[src/verilog/bcps_map.svh]
`ifndef BCPS_MAP_SVH
`define BCPS_MAP_SVH

// ****************************************
// Register offsets (byte addresses)
// ****************************************
`define BCPS_OFF_ASSIGN 8'h0A
`define BCPS_OFF_SLOW 8'h0B
`define BCPS_OFF_DATA 8'h0C
`define BCPS_OFF_DIR 8'h0D
`define BCPS_OFF_STAT 8'h0E

// ****************************************
// Port assignment register fields
// ****************************************
`define BCPS_B_BUS_EN_DIS 7
`define BCPS_B_CG_TEST 6
`define BCPS_B_QT_OE 5
`define BCPS_B_INV_SEL 4
`define BCPS_B_STRB_EN 3
`define BCPS_B_RW_EN 2
`define BCPS_B_TRIM_EN 1
`define BCPS_ASSIGN_MASK 8'hFE

// ****************************************
// Reset values
// ****************************************
`define BCPS_ASSIGN_RST 8'h80
`define BCPS_SLOW_RST 8'h00

// ****************************************
// Pin slots inside the five-pin vectors
// ****************************************
`define BCPS_S7 4
`define BCPS_S6 3
`define BCPS_S5 2
`define BCPS_SSTRB 1
`define BCPS_SRW 0

// ****************************************
// Timing: bus clock phase of last quarter
// ****************************************
`define BCPS_LAST_QTR 2'h3

`endif

[src/verilog/bcps_pkg.sv]
package bcps_pkg;

  // ****************************************
  // Access sequencer and bit-7 pin selection
  // ****************************************
  typedef enum logic [1:0] {ST_IDLE, ST_WAIT, ST_ACC} bcps_state_e;
  typedef enum logic [1:0] {
    SEL7_GPIO, SEL7_BUSEN, SEL7_BCLKN, SEL7_TRIM
  } bcps_sel7_e;

  // ****************************************
  // Divider state
  // ****************************************
  typedef struct packed {
    logic [1:0] phase;
    logic [8:0] slow_cnt;
    logic slow_clk;
  } bcps_gen_s;

  // ****************************************
  // Main block state
  // ****************************************
  typedef struct packed {
    logic captured;
    logic [1:0] mode;
    logic [7:0] asgn;
    logic [7:0] slow_div;
    logic [4:0] gp_data;
    logic [4:0] gp_dir;
    bcps_state_e state;
    logic [1:0] cyc_left;
    logic stretched;
    logic acc_read;
    logic acc_a0;
    logic acc_byte;
    logic done;
    logic [7:0] rdata;
    logic bclk;
    logic [4:0] pin_out;
    logic [4:0] pin_oe_n;
    logic pullup7;
    logic pulldn;
  } bcps_main_s;

endpackage

[src/verilog/bcps_tick_if.sv]
`timescale 1ns/1ps
// Bus clock phase and slow divider, shared between divider and top
interface bcps_tick_if;
  logic [1:0] phase;
  logic slow_clk;
  logic [7:0] slow_div;
  modport gen (input slow_div, output phase, output slow_clk);
  modport usr (output slow_div, input phase, input slow_clk);
endinterface

[src/verilog/bcps_sync.sv]
`timescale 1ns/1ps
// Two-flop synchroniser; no reset so reset-time pin levels pass through
module bcps_sync #(
  parameter int WIDTH = 5
) (
  clk,
  d,
  q
);
  input wire logic clk;
  input wire logic [WIDTH-1:0] d;
  output logic [WIDTH-1:0] q;

  logic [WIDTH-1:0] meta_reg;
  logic [WIDTH-1:0] q_reg;

  // First stage feeds only the second stage
  always_ff @(posedge clk) begin
    meta_reg <= d;
    q_reg <= meta_reg;
  end

  assign q = q_reg;
endmodule // bcps_sync

[src/verilog/bcps_clkgen.sv]
`timescale 1ns/1ps
// Bus clock phase counter and slow-mode divider.
// The crystal rate is clk/2, so one bus clock is four clk cycles.
module bcps_clkgen import bcps_pkg::*; (
  input wire logic clk,
  input wire logic resetn,
  bcps_tick_if.gen tick
);
  `include "bcps_map.svh"

  bcps_gen_s gen_reg, gen_next;

  // Phase advance and divider reload
  always_comb begin
    gen_next = gen_reg;
    gen_next.phase = gen_reg.phase + 2'h1;
    if (gen_reg.slow_cnt == 9'h000) begin
      gen_next.slow_clk = ~gen_reg.slow_clk;
      // Equal half periods keep the duty even for any setting
      if (tick.slow_div == 8'h00) begin
        gen_next.slow_cnt = 9'h000;
      end else begin
        gen_next.slow_cnt = {tick.slow_div, 1'b0} - 9'h001;
      end
    end else begin
      gen_next.slow_cnt = gen_reg.slow_cnt - 9'h001;
    end
  end

  // State register
  always_ff @(posedge clk or negedge resetn) begin
    if (!resetn) begin
      gen_reg <= '0;
    end else begin
      gen_reg <= gen_next;
    end
  end

  assign tick.phase = gen_reg.phase;
  assign tick.slow_clk = gen_reg.slow_clk;
endmodule // bcps_clkgen

[src/verilog/bcps_top.sv]
// Decided for this implementation: the address-and-strobe port and the register offsets.
`timescale 1ns/1ps
// Function
// - enable low only in bus clock high
// - stretched: enable only in last quarter
// - disable bit governs; on after expanded reset
// - single-chip bit7 pull-up during and after reset
// - selected bit7 carries inverted bus clock
// - trim enable puts slow clock on bit7
// - slow clock crystal rate when divider zero, always even duty
// - bus enable overrides slow clock output
// - clearing trim enable stops slow clock on bit7
// - test enable puts test clocks on bit6
// - test clocks only while tracking output off
// - strobe active low, xnor of a0, size
// - read/write shows direction in expanded modes
// - mode from pins at reset, then reused
// - bus clock runs at half crystal
// - read/write inactive until its enable set
// - strobe inactive until its enable set
module bcps_top import bcps_pkg::*; (
  input wire logic clk,
  input wire logic resetn,
  input wire logic [7:0] reg_addr,
  input wire logic [7:0] reg_wdata,
  input wire logic reg_wr,
  input wire logic reg_rd,
  output logic [7:0] reg_rdata,
  input wire logic acc_req,
  input wire logic acc_read,
  input wire logic acc_addr0,
  input wire logic byte_size_access,
  input wire logic [1:0] acc_stretch,
  output logic acc_done,
  input wire logic queue_track_0,
  input wire logic queue_track_1,
  input wire logic clockgen_test_in,
  output logic bus_clock_out,
  input wire logic port_e_bit7_in,
  output logic port_e_bit7_out,
  output logic port_e_bit7_oe_n,
  output logic port_e_bit7_pullup,
  input wire logic port_e_bit6_in,
  output logic port_e_bit6_out,
  output logic port_e_bit6_oe_n,
  input wire logic port_e_bit5_in,
  output logic port_e_bit5_out,
  output logic port_e_bit5_oe_n,
  output logic mode_pulldown,
  input wire logic low_byte_strobe_in,
  output logic low_byte_strobe_n,
  output logic low_byte_strobe_oe_n,
  input wire logic rw_in,
  output logic rw_out,
  output logic rw_oe_n
);
  `include "bcps_map.svh"

  // ****************************************
  // Helpers
  // ****************************************

  function automatic bcps_sel7_e sel7(input logic [7:0] a);
    if (!a[`BCPS_B_BUS_EN_DIS]) begin
      if (a[`BCPS_B_INV_SEL]) begin
        return SEL7_BCLKN;
      end else begin
        return SEL7_BUSEN;
      end
    end else if (a[`BCPS_B_TRIM_EN]) begin
      return SEL7_TRIM;
    end else begin
      return SEL7_GPIO;
    end
  endfunction

  // Pin slots to register byte layout
  function automatic logic [7:0] to_byte(input logic [4:0] s);
    return {s[`BCPS_S7], s[`BCPS_S6], s[`BCPS_S5], 1'b0,
            s[`BCPS_SSTRB], s[`BCPS_SRW], 2'h0};
  endfunction

  // Register byte layout to pin slots
  function automatic logic [4:0] to_slots(input logic [7:0] b);
    return {b[7], b[6], b[5], b[3], b[2]};
  endfunction

  // ****************************************
  // Submodules
  // ****************************************
  bcps_main_s st_reg, st_next;
  logic [4:0] pin_sync;
  bcps_sel7_e sel_cur;
  bcps_tick_if tick();

  assign tick.slow_div = st_reg.slow_div;
  assign sel_cur = sel7(st_reg.asgn);

  bcps_clkgen u_clkgen (
    .clk(clk),
    .resetn(resetn),
    .tick(tick)
  );

  // Pin levels come from outside the clock domain
  bcps_sync #(.WIDTH(5)) u_sync (
    .clk(clk),
    .d({port_e_bit7_in, port_e_bit6_in, port_e_bit5_in,
        low_byte_strobe_in, rw_in}),
    .q(pin_sync)
  );

  // ****************************************
  // Next-state logic
  // ****************************************
  always_comb begin
    logic [1:0] ph_n;
    logic bus_en_low;
    logic exp_n;
    ph_n = tick.phase + 2'h1;
    bus_en_low = 1'b0;
    exp_n = 1'b0;
    st_next = st_reg;
    st_next.done = 1'b0;
    st_next.rdata = 8'h00;

    if (!st_reg.captured) begin
      st_next.captured = 1'b1;
      st_next.mode = {pin_sync[`BCPS_S6], pin_sync[`BCPS_S5]};
      st_next.asgn[`BCPS_B_BUS_EN_DIS] = ~pin_sync[`BCPS_S5];
    end

    // Register writes; unmapped offsets are ignored
    if (reg_wr) begin
      if (reg_addr == `BCPS_OFF_ASSIGN) begin
        st_next.asgn = reg_wdata & `BCPS_ASSIGN_MASK;
      end else if (reg_addr == `BCPS_OFF_SLOW) begin
        st_next.slow_div = reg_wdata;
      end else if (reg_addr == `BCPS_OFF_DATA) begin
        st_next.gp_data = to_slots(reg_wdata);
      end else if (reg_addr == `BCPS_OFF_DIR) begin
        st_next.gp_dir = to_slots(reg_wdata);
      end
    end

    // Register reads; unmapped offsets read zero
    if (reg_rd) begin
      if (reg_addr == `BCPS_OFF_ASSIGN) begin
        st_next.rdata = st_reg.asgn;
      end else if (reg_addr == `BCPS_OFF_SLOW) begin
        st_next.rdata = st_reg.slow_div;
      end else if (reg_addr == `BCPS_OFF_DATA) begin
        st_next.rdata = to_byte((st_reg.gp_data & st_reg.gp_dir)
                                | (pin_sync & ~st_reg.gp_dir));
      end else if (reg_addr == `BCPS_OFF_DIR) begin
        st_next.rdata = to_byte(st_reg.gp_dir);
      end else if (reg_addr == `BCPS_OFF_STAT) begin
        st_next.rdata = {st_reg.mode, sel_cur, tick.slow_clk,
                         st_reg.state != ST_IDLE, 2'h0};
      end
    end

    // Access sequencer; requests while busy are dropped
    case (st_reg.state)
      ST_IDLE: begin
        if (acc_req) begin
          st_next.state = ST_WAIT;
          st_next.cyc_left = acc_stretch;
          st_next.stretched = |acc_stretch;
          st_next.acc_read = acc_read;
          st_next.acc_a0 = acc_addr0;
          st_next.acc_byte = byte_size_access;
        end
      end
      ST_WAIT: begin
        // Start on a bus clock boundary
        if (tick.phase == `BCPS_LAST_QTR) begin
          st_next.state = ST_ACC;
        end
      end
      ST_ACC: begin
        if (tick.phase == `BCPS_LAST_QTR) begin
          if (st_reg.cyc_left == 2'h0) begin
            st_next.state = ST_IDLE;
            st_next.done = 1'b1;
          end else begin
            st_next.cyc_left = st_reg.cyc_left - 2'h1;
          end
        end
      end
      default: begin
        st_next.state = ST_IDLE;
      end
    endcase

    st_next.bclk = ph_n[1];

    bus_en_low = ph_n[1];
    if (st_next.state == ST_ACC && st_next.stretched) begin
      bus_en_low = (st_next.cyc_left == 2'h0)
                   && (ph_n == `BCPS_LAST_QTR);
    end

    st_next.pin_out = st_reg.gp_data;
    st_next.pin_oe_n = ~st_reg.gp_dir;

    case (sel_cur)
      SEL7_BUSEN: begin
        st_next.pin_out[`BCPS_S7] = ~bus_en_low;
        st_next.pin_oe_n[`BCPS_S7] = 1'b0;
      end
      SEL7_BCLKN: begin
        st_next.pin_out[`BCPS_S7] = ~ph_n[1];
        st_next.pin_oe_n[`BCPS_S7] = 1'b0;
      end
      SEL7_TRIM: begin
        st_next.pin_out[`BCPS_S7] = tick.slow_clk;
        st_next.pin_oe_n[`BCPS_S7] = 1'b0;
      end
      default: begin
      end
    endcase

    if (st_reg.asgn[`BCPS_B_QT_OE]) begin
      st_next.pin_out[`BCPS_S6] = queue_track_1;
      st_next.pin_oe_n[`BCPS_S6] = 1'b0;
      st_next.pin_out[`BCPS_S5] = queue_track_0;
      st_next.pin_oe_n[`BCPS_S5] = 1'b0;
    end else if (st_reg.asgn[`BCPS_B_CG_TEST]) begin
      st_next.pin_out[`BCPS_S6] = clockgen_test_in;
      st_next.pin_oe_n[`BCPS_S6] = 1'b0;
    end

    exp_n = st_next.mode[0];
    if (exp_n && st_reg.asgn[`BCPS_B_STRB_EN]) begin
      st_next.pin_out[`BCPS_SSTRB] = ~(st_next.acc_a0 ^ st_next.acc_byte);
      st_next.pin_oe_n[`BCPS_SSTRB] = 1'b0;
    end
    if (exp_n && st_reg.asgn[`BCPS_B_RW_EN]) begin
      st_next.pin_out[`BCPS_SRW] = (st_next.state != ST_ACC)
                                   || st_next.acc_read;
      st_next.pin_oe_n[`BCPS_SRW] = 1'b0;
    end

    st_next.pullup7 = ~exp_n & st_next.pin_oe_n[`BCPS_S7];
    // Mode pin pull-downs only while in reset
    st_next.pulldn = 1'b0;
  end

  // ****************************************
  // State register
  // ****************************************
  always_ff @(posedge clk or negedge resetn) begin
    if (!resetn) begin
      st_reg <= '0;
      st_reg.asgn <= `BCPS_ASSIGN_RST;
      st_reg.slow_div <= `BCPS_SLOW_RST;
      st_reg.pin_oe_n <= 5'h1F;
      st_reg.pullup7 <= 1'b1;
      st_reg.pulldn <= 1'b1;
    end else begin
      st_reg <= st_next;
    end
  end

  // Outputs straight from the state register
  assign reg_rdata = st_reg.rdata;
  assign acc_done = st_reg.done;
  assign bus_clock_out = st_reg.bclk;
  assign port_e_bit7_out = st_reg.pin_out[`BCPS_S7];
  assign port_e_bit7_oe_n = st_reg.pin_oe_n[`BCPS_S7];
  assign port_e_bit7_pullup = st_reg.pullup7;
  assign port_e_bit6_out = st_reg.pin_out[`BCPS_S6];
  assign port_e_bit6_oe_n = st_reg.pin_oe_n[`BCPS_S6];
  assign port_e_bit5_out = st_reg.pin_out[`BCPS_S5];
  assign port_e_bit5_oe_n = st_reg.pin_oe_n[`BCPS_S5];
  assign mode_pulldown = st_reg.pulldn;
  assign low_byte_strobe_n = st_reg.pin_out[`BCPS_SSTRB];
  assign low_byte_strobe_oe_n = st_reg.pin_oe_n[`BCPS_SSTRB];
  assign rw_out = st_reg.pin_out[`BCPS_SRW];
  assign rw_oe_n = st_reg.pin_oe_n[`BCPS_SRW];
endmodule // bcps_top

[config.mk]
export PLATFORM = sky130hd
export DESIGN_NAME = bcps_top
export DESIGN_NICKNAME = d
export VERILOG_FILES = /design/src/verilog/bcps_pkg.sv /design/src/verilog/bcps_tick_if.sv /design/src/verilog/bcps_sync.sv /design/src/verilog/bcps_clkgen.sv /design/src/verilog/bcps_top.sv
export VERILOG_INCLUDE_DIRS = /design/src /design/src/verilog
export SDC_FILE = /design/constraint.sdc
export NUM_CORES = 1
export LEC_CHECK = 0
export ABC_AREA = 0
export BUFFER_PORTS_ARGS = -buffer_cell sky130_fd_sc_hd__buf_4
export CORE_MARGIN = 4
export CORE_UTILIZATION = 50
export CTS_CLUSTER_DIAMETER = 50
export DETAILED_ROUTE_END_ITERATION = 6
export GPL_ROUTABILITY_DRIVEN = 0
export PLACE_DENSITY = 0.7
export SYNTH_ARGS = -nofsm -noshare
export SYNTH_HDL_FRONTEND = slang
export SYNTH_SLANG_ARGS = --single-unit
export TNS_END_PERCENT = 1
[constraint.sdc]
create_clock -name clk -period 2.5 [get_ports clk]
set_clock_uncertainty 0.2 [all_clocks]
set_input_delay 0.375 -clock clk [delete_from_list [all_inputs] [get_ports clk]]
set_output_delay 0.375 -clock clk [all_outputs]
set_load 0.05 [all_outputs]
==> metrics.csv <==
stage,metric,value,unit
setup_path,worstSetupPathType,register to register,
routing,routed_via_density,5.44,
grt,antenna_found_initial,0,
final_layout,multi_input_area,1510,um2
final_layout,area_growth,19.6,%
setup_path,start_kind,register,
clocking,ctsResizeCount,0,
setup_path,setup.worst_path.end_class,register,
placed_design,hpwl,5710,um
synth,yosysWarnings,0,
final_layout,final_nets,420,
grt,grt_first_pass_wirelength,12800,um
sta,finalCritPeriodShare,0.884,
die,dieWidth,93.3,um
die,dieArea,8710,um2
routing,routed_wl,7640,um
setup_path,cp_max_fo,9,
die,rows,30,
sta,timing.fmax,452,MHz
grt,grt_start_max_net_pins,39,
clocking,cts_sinks,79,
synth,ys_seq_elements,79,
placed_design,dp_slack,279,ps
routing,first_pass_iters,4,
final_layout,antenna_cells,0,
sta,hold_viol,0,
synth,yosysSeqAreaShare,0.532,
sta,rsz0062_at_grt,no,
pwr,power,0.00336,W
sta,timing.final.crit_period,2210,ps
setup_path,critPathTopFamily,simple AND/OR/NAND/NOR gates,
grt,use_met2,0.291,
final_layout,fill_cells,590,
grt,grtUsageMet1,0.263,
sta,setup_slack,289,ps
synth,netlist_area,3640,um2
clocking,cts_tree,yes,
die,io_pins,56,
sta,finalMaxSlewViolations,0,
final_layout,regArea,1940,um2
clocking,htreeDepth,3,
sta,fin_setup_tns,0,ps
grt,overflow,0,
synth,postSynthAreaPerCell,11.3,um2
die,core_area,6940,um2
synth,syn_inst,322,
setup_path,cp_slowest_cell,or3b_2,
hold_path,holdCritPathClass,input port to register,
synth,synthFlopType,dfrtp_1,
grt,grt_pass1_vias,2583,
routing,drtAntennaViolNets,0,
clocking,cts_buffers,9,
setup_path,crit_path_max_incr_delay,480,ps
routing,drc,0,
routing,post_drt_wl_per_cell,15.8,um
flow_run,maxCapViolations,0,
sta,tightest_slew,575,ps
clocking,clk_latency,350,ps
placed_design,numPortBuffers,55,
setup_path,cp.required,2570,ps
grt,gr-max-usage-layer,met2,
pwr,powerDensity,772,nW/um2
pwr,vdd_ir_drop_max,0.388,mV
sta,fin_hold_ws,30.3,ps
setup_path,cp.arrival,2280,ps
setup_path,ff2ff_setup_slack,290,ps
pwr,p_leak,2.05,nW
clocking,cts-root-buf,clkbuf_8,
synth,synth-edff-count,0,
grt,grt_use_met3,0.0507,
outcome,status,"finished, final reports clean",
synth,synth_fp_nets,361,
die,initial_utilization,0.524,
synth,async_flop_share,0.873,
clocking,path_clk_slew,80,ps
clocking,clockBufferDepth,2,
grt,grt_use_total,0.192,
sta,finalSetupViolCount,0,
final_layout,drive_gt1_frac,0.301,
final_layout,largest_register_ffs,28,
routing,drt_iter0_drc,169,
sta,max_slew_margin,0.614,
synth,ys_types,56,
setup_path,crit_chain,inv_1 > ha_1 > or3b_2 > and4bb_2 > o31ai_2 > o221ai_1,
routing,num_vias,2623,
setup_path,cp_num_buf_inv,1,
die,fp.dieH,93.3,um
==> path summary, 6_finish.rpt <==
path                                                    start                            end  depth (start not counted)
min in group asynchronous                              resetn         reg_rdata[3]$_DFF_PN0_                          2
worst min-delay path                            queue_track_1      port_e_bit6_out$_DFF_PN0_                          3
worst max-delay path            u_clkgen.gen_reg[1]$_DFF_PN0_  u_clkgen.gen_reg[8]$_DFF_PN0_                          6
worst max register to register  u_clkgen.gen_reg[1]$_DFF_PN0_  u_clkgen.gen_reg[8]$_DFF_PN0_                          6
worst min register to register     u_sync.meta_reg[0]$_DFF_P_            u_sync.q[0]$_DFF_P_                          0
max in group asynchronous                              resetn     port_e_bit7_oe_n$_DFF_PN1_                          3
==> repair_timing <==
action                                  CTS  global route
setup buffers                             0             0
hold buffers                              6             0
endpoints found under the setup margin    0             0
endpoints found under the hold margin    39             0
==> cell families (layout without fill, tap and decap cells) <==
group / Yosys count / after routing / share of synthesized area
other: 2 / 2 / 0.00206
multiplexers: 33 / 33 / 0.105
flip-flops: 79 / 79 / 0.532
buffers and inverters: 36 / 100 / 0.0536
AND/OR/NAND/NOR: 87 / 87 / 0.141
XOR/XNOR: 12 / 12 / 0.0289
AO/OA/AOI/OAI: 68 / 68 / 0.120
adder cells (fa/ha/maj): 5 / 5 / 0.0172
==> report_power, final <==
group / switching [W] / total [W] / leakage, nW / internal [W]
Sequential: 0.000181 / 0.00166 / 0.937 / 0.00148
Combinational: 0.000366 / 0.000717 / 1.01 / 0.000350
Clock: 0.000448 / 0.000989 / 0.109 / 0.000541
==> tightest hold or removal path, cell delays in order <==
cell and delay, ps:
buf_4 80, nand2_1 40, o21ai_0 60
==> layer usage <==
layer | vias to the layer above | wire, um | part of all wire
li1 | 1251 | - | -
met1 | 1283 | 3490 | 0.46
met2 | 75 | 3510 | 0.46
met3 | 14 | 462 | 0.060
met4 | 0 | 168 | 0.022
met5 | - | 0 | 0
==> stage by stage <==
stage | utilization | instance area (um2) | cells
floorplan | - | 3640 | 322
global placement | 0.588 | 4080 | 460
detailed placement | 0.588 | 4080 | 460
CTS | 0.627 | 4350 | 482
global route | 0.627 | 4350 | 482
finish | 0.627 | 4350 | 482
==> layout make-up <==
class	count	area share
flip-flops and latches	79	0.445
multi-input cells	207	0.347
repair buffers	66	0.117
clock buffers	13	0.0388
well taps	96	0.0276
inverters	18	0.0155
clock inverters	3	0.00920
==> cell usage after synthesis, drive strengths merged, types with 2 or more instances <==
master	number	area share
a21o	5	0.010
ha	5	0.017
dfrtp	61	0.42
nand3	11	0.015
nand2	18	0.019
nand4	3	0.0052
mux2	24	0.080
a21oi	14	0.019
nor3b	5	0.012
mux2i	9	0.025
and2	3	0.0058
xnor2	5	0.012
clkbuf	7	0.010
xor2	7	0.017
dfxtp	10	0.055
nor4	3	0.0093
o211ai	2	0.0041
nor2b	6	0.010
or4	2	0.0052
nand2b	10	0.017
o22ai	8	0.014
nor2	13	0.015
conb	2	0.0021
o31ai	3	0.0076
dfstp	8	0.058
o221ai	3	0.0072
buf	11	0.025
inv	18	0.019
nand3b	3	0.0062
o21a	2	0.0041
a221oi	4	0.0096
nor3	6	0.011
o21ai	19	0.026
==> cell usage in the layout, fill, tap and decap left out, drive strengths merged, types with 4 or more instances in the layout <==
| cell | instances |
|---|---|
| dfrtp | 61 |
| buf | 60 |
| mux2 | 24 |
| o21ai | 19 |
| inv | 18 |
| nand2 | 18 |
| a21oi | 14 |
| nor2 | 13 |
| clkbuf | 13 |
| nand3 | 11 |
| nand2b | 10 |
| dfxtp | 10 |
| mux2i | 9 |
| o22ai | 8 |
| dfstp | 8 |
| xor2 | 7 |
| nor2b | 6 |
| dlygate4sd3 | 6 |
| nor3 | 6 |
| xnor2 | 5 |
| a21o | 5 |
| ha | 5 |
| nor3b | 5 |
| a221oi | 4 |
(Power assumes the default switching activity.)
